### src/fifo_len_pkg.sv
package fifo_len_pkg;
	localparam int          DATA_W       = 8;
	localparam int          ADDR_W       = 8;
	localparam int          LEVEL_W      = 7;
	localparam int          COUNT_W      = 12;
	localparam logic [7:0]  FIFO_DEPTH   = 8'h7F;
	// Register offsets on the transceiver side
	localparam logic [7:0]  ADDR_FIFO_STATUS = 8'h1C;
	localparam logic [7:0]  ADDR_TX_HIGH     = 8'h1D;
	localparam logic [7:0]  ADDR_TX_LOW      = 8'h1E;
	// Field positions
	localparam int          OVERFLOW_BIT     = 7;
	localparam int          PARTIAL_FLAG_BIT = 0;
	localparam int          PARTIAL_LSB      = 1;
	localparam int          LOW_NIBBLE_LSB   = 4;
	localparam logic [7:0]  TX_LEN_RESET     = 8'h00;
	// Controller's own registers, reached over its command port
	localparam logic [3:0]  CTL_STATUS   = 4'h0;
	localparam logic [3:0]  CTL_MASK     = 4'h1;
	localparam logic [3:0]  CTL_COUNT    = 4'h2;
	localparam logic [3:0]  CTL_PARTIAL  = 4'h3;
	localparam logic [3:0]  CTL_LEVEL    = 4'h4;
	localparam logic [3:0]  CTL_CMD      = 4'h5;
	localparam logic [3:0]  CTL_RXDATA   = 4'h6;
	localparam int          EV_DONE      = 0;
	localparam int          EV_OVERFLOW  = 1;
	localparam logic [1:0]  EV_RESET     = 2'h0;

	function automatic logic [7:0] len_high(input logic [11:0] n);
		return n[11:4];
	endfunction

	function automatic logic [7:0] len_low(input logic [3:0] n, input logic [2:0] bits,
		input logic flag);
		return {n, bits, flag};
	endfunction
endpackage

### src/fifo_len_if.sv
`timescale 1ns/10ps
interface fifo_len_if;
	import fifo_len_pkg::*;
	logic [ADDR_W-1:0] addr;
	logic [DATA_W-1:0] wdata;
	logic              wr;
	logic              rd;
	logic              fifo_rd;
	logic [DATA_W-1:0] rdata;
	logic              rvalid;
	logic [DATA_W-1:0] fifo_data;

	modport device (input addr, wdata, wr, rd, fifo_rd, output rdata, rvalid, fifo_data);
	modport host   (output addr, wdata, wr, rd, fifo_rd, input rdata, rvalid, fifo_data);
endinterface

### src/fifo_status_tx_length.sv
`timescale 1ns/10ps
module fifo_status_tx_length
	import fifo_len_pkg::*;
(
	// Clock and reset
	input  wire logic              sys_clk,
	input  wire logic              reset,
	// Chip state
	input  wire logic              chip_enable,
	input  wire logic              tx_eof,
	// Receive side filling the FIFO
	input  wire logic              rx_valid,
	input  wire logic [DATA_W-1:0] rx_data,
	// Transmit framing view of the length
	output logic [COUNT_W-1:0]     tx_full_bytes,
	output logic [2:0]             tx_last_bits,
	// Register side
	fifo_len_if.device             bus
);
	// Storage and state
	logic [DATA_W-1:0]  mem [0:126];
	logic [6:0]         wr_ptr;
	logic [6:0]         rd_ptr;
	logic [LEVEL_W-1:0] level;
	logic               overflow;
	logic [7:0]         tx_high;
	logic [7:0]         tx_low;
	logic               chip_en_s1;
	logic               chip_en_s2;

	// 127 slots is not a power of two, so the pointers wrap by hand
	function automatic logic [6:0] wrap_inc(input logic [6:0] ptr);
		logic [6:0] step;
		step = ptr + 7'h01;
		if (ptr == 7'h7E) begin
			step = 7'h00;
		end
		return step;
	endfunction

	// Clear beats a host write in the same cycle
	function automatic logic [7:0] len_next(input logic clear, input logic write,
		input logic [7:0] wdata, input logic [7:0] cur);
		logic [7:0] value;
		value = cur;
		if (write) begin
			value = wdata;
		end
		if (clear) begin
			value = TX_LEN_RESET;
		end
		return value;
	endfunction

	// Fill state
	wire        fifo_full  = ({1'b0, level} == FIFO_DEPTH);
	wire        fifo_empty = (level == 7'h00);
	wire        do_push    = rx_valid && !fifo_full;
	wire        do_pop     = bus.fifo_rd && !fifo_empty;
	wire        push_lost  = rx_valid && fifo_full;
	wire        len_clear  = !chip_en_s2 || tx_eof;

	// Register selects
	wire        sel_status = (bus.addr == ADDR_FIFO_STATUS);
	wire        sel_high   = (bus.addr == ADDR_TX_HIGH);
	wire        sel_low    = (bus.addr == ADDR_TX_LOW);
	wire        wr_high    = bus.wr && sel_high;
	wire        wr_low     = bus.wr && sel_low;
	wire  [7:0] status_word = {overflow, level};
	// Unmapped offsets read as zero
	wire  [7:0] read_mux =
		sel_status ? status_word :
		sel_high   ? tx_high :
		sel_low    ? tx_low : 8'h00;

	// Next values
	wire  [6:0] next_wr_ptr = wrap_inc(wr_ptr);
	wire  [6:0] next_rd_ptr = wrap_inc(rd_ptr);
	wire  [6:0] next_level  =
		(do_push && !do_pop) ? level + 7'h01 :
		(do_pop && !do_push) ? level - 7'h01 : level;
	// A byte lost to a full FIFO beats the clear by disable
	wire        next_overflow = push_lost || (overflow && chip_en_s2);
	wire  [7:0] next_tx_high  = len_next(len_clear, wr_high, bus.wdata, tx_high);
	wire  [7:0] next_tx_low   = len_next(len_clear, wr_low, bus.wdata, tx_low);
	wire  [7:0] next_fifo_data = do_pop ? mem[rd_ptr] : bus.fifo_data;
	wire  [COUNT_W-1:0] next_full_bytes =
		{tx_high, tx_low[7:LOW_NIBBLE_LSB]};
	wire  [2:0] next_last_bits =
		tx_low[PARTIAL_FLAG_BIT] ? tx_low[3:PARTIAL_LSB] : 3'h0;

	// Chip enable comes from a pin
	always_ff @(posedge sys_clk or posedge reset) begin
		if (reset) begin
			chip_en_s1 <= 1'b0;
			chip_en_s2 <= 1'b0;
		end else begin
			chip_en_s1 <= chip_enable;
			chip_en_s2 <= chip_en_s1;
		end
	end

	// No reset on storage: level and pointers say what is valid
	always_ff @(posedge sys_clk) begin
		if (do_push) begin
			mem[wr_ptr] <= rx_data;
		end
	end

	always_ff @(posedge sys_clk or posedge reset) begin
		if (reset) begin
			wr_ptr <= 7'h00;
		end else if (do_push) begin
			wr_ptr <= next_wr_ptr;
		end
	end

	always_ff @(posedge sys_clk or posedge reset) begin
		if (reset) begin
			rd_ptr <= 7'h00;
		end else if (do_pop) begin
			rd_ptr <= next_rd_ptr;
		end
	end

	always_ff @(posedge sys_clk or posedge reset) begin
		if (reset) begin
			level <= 7'h00;
		end else begin
			level <= next_level;
		end
	end

	always_ff @(posedge sys_clk or posedge reset) begin
		if (reset) begin
			overflow <= 1'b0;
		end else begin
			overflow <= next_overflow;
		end
	end

	// Reset, disable or end of frame clear the lengths
	always_ff @(posedge sys_clk or posedge reset) begin
		if (reset) begin
			tx_high <= TX_LEN_RESET;
		end else begin
			tx_high <= next_tx_high;
		end
	end

	always_ff @(posedge sys_clk or posedge reset) begin
		if (reset) begin
			tx_low <= TX_LEN_RESET;
		end else begin
			tx_low <= next_tx_low;
		end
	end

	// Read data follows the address; only the cycle with rvalid counts
	always_ff @(posedge sys_clk or posedge reset) begin
		if (reset) begin
			bus.rdata <= 8'h00;
		end else begin
			bus.rdata <= read_mux;
		end
	end

	always_ff @(posedge sys_clk or posedge reset) begin
		if (reset) begin
			bus.rvalid <= 1'b0;
		end else begin
			bus.rvalid <= bus.rd;
		end
	end

	// Popped byte holds until the next pop
	always_ff @(posedge sys_clk or posedge reset) begin
		if (reset) begin
			bus.fifo_data <= 8'h00;
		end else begin
			bus.fifo_data <= next_fifo_data;
		end
	end

	always_ff @(posedge sys_clk or posedge reset) begin
		if (reset) begin
			tx_full_bytes <= 12'h000;
		end else begin
			tx_full_bytes <= next_full_bytes;
		end
	end

	always_ff @(posedge sys_clk or posedge reset) begin
		if (reset) begin
			tx_last_bits <= 3'h0;
		end else begin
			tx_last_bits <= next_last_bits;
		end
	end
endmodule

### src/flat_wrapper.sv
// flat-port wrapper written by rule: the top's interface ports become plain ports
module fifo_status_tx_length_flat import fifo_len_pkg::*;
  (sys_clk, reset, chip_enable, tx_eof, rx_valid, rx_data, tx_full_bytes, tx_last_bits, bus_addr, bus_wdata, bus_wr, bus_rd, bus_fifo_rd, bus_rdata, bus_rvalid, bus_fifo_data);
  fifo_len_if bus_i ();
  input  wire logic sys_clk;
  input  wire logic reset;
  input  wire logic chip_enable;
  input  wire logic tx_eof;
  input  wire logic rx_valid;
  input  wire logic [DATA_W-1:0] rx_data;
  output logic [COUNT_W-1:0] tx_full_bytes;
  output logic [2:0] tx_last_bits;
  input wire logic [$bits(bus_i.addr)-1:0] bus_addr;
  input wire logic [$bits(bus_i.wdata)-1:0] bus_wdata;
  input wire logic [$bits(bus_i.wr)-1:0] bus_wr;
  input wire logic [$bits(bus_i.rd)-1:0] bus_rd;
  input wire logic [$bits(bus_i.fifo_rd)-1:0] bus_fifo_rd;
  output wire logic [$bits(bus_i.rdata)-1:0] bus_rdata;
  output wire logic [$bits(bus_i.rvalid)-1:0] bus_rvalid;
  output wire logic [$bits(bus_i.fifo_data)-1:0] bus_fifo_data;
  assign bus_i.addr = bus_addr;
  assign bus_i.wdata = bus_wdata;
  assign bus_i.wr = bus_wr;
  assign bus_i.rd = bus_rd;
  assign bus_i.fifo_rd = bus_fifo_rd;
  assign bus_rdata = bus_i.rdata;
  assign bus_rvalid = bus_i.rvalid;
  assign bus_fifo_data = bus_i.fifo_data;
  fifo_status_tx_length u_core (.sys_clk(sys_clk), .reset(reset), .chip_enable(chip_enable), .tx_eof(tx_eof), .rx_valid(rx_valid), .rx_data(rx_data), .tx_full_bytes(tx_full_bytes), .tx_last_bits(tx_last_bits), .bus(bus_i));
endmodule
### config.mk
export PLATFORM = sky130hd
export DESIGN_NAME = fifo_status_tx_length_flat
export DESIGN_NICKNAME = d
export VERILOG_FILES = /design/src/fifo_len_pkg.sv /design/src/fifo_len_if.sv /design/src/fifo_status_tx_length.sv /design/src/flat_wrapper.sv
export SDC_FILE = /design/constraint.sdc
export NUM_CORES = 1
export LEC_CHECK = 0
export ABC_AREA = 1
export BUFFER_PORTS_ARGS = -buffer_cell sky130_fd_sc_hd__buf_4
export CORE_UTILIZATION = 40
export CTS_CLUSTER_DIAMETER = 120
export DETAILED_ROUTE_END_ITERATION = 8
export GPL_ROUTABILITY_DRIVEN = 0
export PLACE_DENSITY_LB_ADDON = 0.25
export SYNTH_ARGS = -nofsm -noshare
export SYNTH_HDL_FRONTEND = slang
export SYNTH_SLANG_ARGS = --single-unit
### constraint.sdc
create_clock -name sys_clk -period 3.5 [get_ports sys_clk]
set_input_delay 0.7 -clock sys_clk [delete_from_list [all_inputs] [get_ports sys_clk]]
set_output_delay 0.7 -clock sys_clk [all_outputs]
set_load 0.01 [all_outputs]
==> metrics.txt <==
outcome completed; die width 344 µm; Rows 124; First-pass DRT Iterations 5; GRT Residual Overflow 0; Worst Tran Pin Value 1.03 ns; pwr/cell area 735 nW/µm²; initial core utilization 40.6%; Setup TNS 0 ns; Area growth syn-to-layout 12.8%; commonest non-fill, non-tap cells in the layout 1,453 x nand2_1, 1,016 x edfxtp_1, 464 x nand3_1; vias in the first global route 29,800; synthesized netlist cell count 4,422; gr usage total 20.9%; cell count after placement 5,901; R2R Setup Slk 0.41 ns; initial antenna violation count 3; Net Count, Synth 4,465; RSZ-0062 raised after global routing no; Fin. Hold Viols 0; Hold Crit Class in -> reg; final setup fails 0; Max Cap Viol 0; fin util 45.8%; Post-Synthesis Cell Area 46,700 µm²; Die ar. 118,000 µm²; peak supply drop 0.000512 V; CP startpoint kind register; slowest stage delay, CP 0.39 ns; Post-DRT Antenna Nets 0; CTS tree built; f_max 324 MHz; Post-DP HPWL 73,600 µm; root buf cell clkbuf_16; drc violations 0; WP buf/inv 3; post-synth top area cell edfxtp_1; Tcrit/Tclk final 88.2%; Synthesis Warnings 0; Lkg Pwr 21.1 nW; skew final 0.0291 ns; design area 52,700 µm²; FF-to-FF Start u_core.level[1]$_DFFE_PP0P_; CP max stage cell dfrtp_1; Setup crit end kind register; # IOs 64; routed len/inst 20.2 µm; Crit path top cell by count nand2_1; ant diodes 0; Final nets 4,548; number of synthesized register bits 1,088; WHS Endpoint u_core.bus.rvalid$_DFF_PP0_; first-pass GRT wire length 186,000 µm; most common cell after layout, fill and taps aside nand2_1; Cell Chain, Critical Path inv_1 -> nor4_1 -> nand4_1 -> nand2_1 -> inv_2 -> ha_1 -> inv_1 -> ha_1 -> a21oi_1 -> nand2_1 -> nand2_1 -> nand2_1 -> a21oi_1 -> xor2_1 -> o21ai_0; routed vias/inst 5.06; R2R Path End u_core.level[5]$_DFFE_PP0P_; Hold Buf Count CTS 0; HP Start bus_rd; Tmin final 3.09 ns; Clock Pin Slew Worst Setup and Hold Paths 0.06 ns; Setup crit start u_core.level[1]$_DFFE_PP0P_; Routed WL 123,000 µm; layout cells sized above 1 8.09%; number of max-slew violations in the final report 0; Hold Path Cell Cnt 1; Crit path required time 4.06 ns; Seq/Total Area, Yosys 69.2%; dpl cell area 49,000 µm²; max_slew headroom 31.1%; floorplan die height 344 µm; synthesized area per cell 10.6 µm²; Worst Path Arrival 3.65 ns; filler cell count 10,500; CP Class reg -> reg; post-synth cell types 40; total CTS buffers 114; Reg2Reg Depth 15; via count 30,900; Post-CTS Setup Inserts 0; PostCTS Resize Cnt 0; Synth area leaders edfxtp_1 65%, nand2_1 12%, nand3_1 5.0%; CTS sink count 1,088; CP top delay family simple AND/OR/NAND/NOR gates; H-tree levels 3; clock buffer depth 3; largest net degree at the start of global routing 110; clk_lat worst skew 0.70 ns; Port Buffers 63; Iter 0 DRT Violations 3,013; Non-Filler Instances 6,111; top cell type's share of synthesized area 65.4%; core area 115,000 µm²; CP max FO 16
## cell type report
class	count	area (µm²)	share of cell area, %
clock buffers	144	3110	5.91
clock inverters	66	579	1.10
inverters	455	1730	3.29
multi-input cells	2655	11200	21.3
flip-flops and latches	1088	32300	61.4
well taps	1512	1890	3.59
repair buffers	191	1810	3.44
## cell usage after synthesis
cell type	instances
o21ai_0	171
or2_1	2
buf_6	37
ha_1	10
nand4_2	3
inv_2	5
dfrtp_1	72
buf_12	1
xor2_1	7
buf_4	47
nand3_1	464
a21oi_1	38
buf_2	105
clkbuf_1	20
nand2_1	1453
nor3_1	4
nor4_1	2
nand4_1	7
nor2_2	1
o21ai_1	16
o211ai_1	22
inv_1	444
buf_8	1
nand2_2	1
nand3b_1	2
edfxtp_1	1016
clkinv_1	5
o22ai_1	3
inv_8	1
or2_2	4
fa_1	1
o211ai_2	1
a31oi_1	2
buf_1	13
nor3_4	1
and3_1	7
xnor2_1	1
nor2_1	429
nand3_2	1
o2111ai_1	2
## cells by family (layout without fill, tap and decap cells)
kind of cell	count (synthesis)	count (layout)	synth area share [%]
flip-flops	1088	1088	69.2
adder cells (fa/ha/maj)	11	11	0.311
AND/OR/NAND/NOR	2381	2381	20.6
XOR/XNOR	8	8	0.150
buffers and inverters	679	856	6.79
AO/OA/AOI/OAI	255	255	2.90
## layer usage
layer  GRT usage, %  share of wire, %  vias up
li1               -                 -    14700
met1           29.7                45    15000
met2           33.5                47     1025
met3           2.81               6.3      173
met4           6.12               2.3        0
met5              0                 0        -
## power breakdown
part	switching [W]	total, W	internal [W]
sequential	0.000437	0.0151	0.0146
combinational	0.00829	0.0116	0.00330
clock	0.00501	0.0120	0.00704
## worst max path at each step
stage / to / depth (start not counted) / slack (ns)
detailed placement: u_core.level[5]$_DFFE_PP0P_ / 15 / 0.53
floorplan: u_core.level[5]$_DFFE_PP0P_ / 14 / 0.83
global route: u_core.level[5]$_DFFE_PP0P_ / 15 / 0.28
global placement: u_core.level[5]$_DFFE_PP0P_ / 15 / 0.58
CTS: u_core.level[5]$_DFFE_PP0P_ / 15 / 0.53
finish: u_core.level[5]$_DFFE_PP0P_ / 15 / 0.41
## worst reg2reg max path, delay by kind of cell (launching register included)
kind / cells / cell delay (ns)
xor+xnor: 1 / 0.15
buf+inv: 3 / 0.45
compound gates: 3 / 0.42
fa+ha+maj: 2 / 0.59
flops: 1 / 0.39
simple gates: 6 / 0.98
## flip-flops by register name (all words and copies together), names as in the netlist, 8 cells and up
signal and count:
u_core.bus.fifo_data 8, u_core.bus.rdata 8, u_core.mem 1016, u_core.tx_full_bytes 12
u_core.tx_high 8, u_core.tx_low 8
## metrics by stage
stage               hold slack [ns]  setup slack (ns)  total power [W]
finish                        0.112             0.412           0.0387
global route                 0.0890             0.279           0.0405
CTS                          0.0725             0.528           0.0388
detailed placement            0.336             0.527           0.0269
global placement              0.332             0.580           0.0268
floorplan                     0.331             0.826           0.0226
Power figures use the tool's default switching activity.
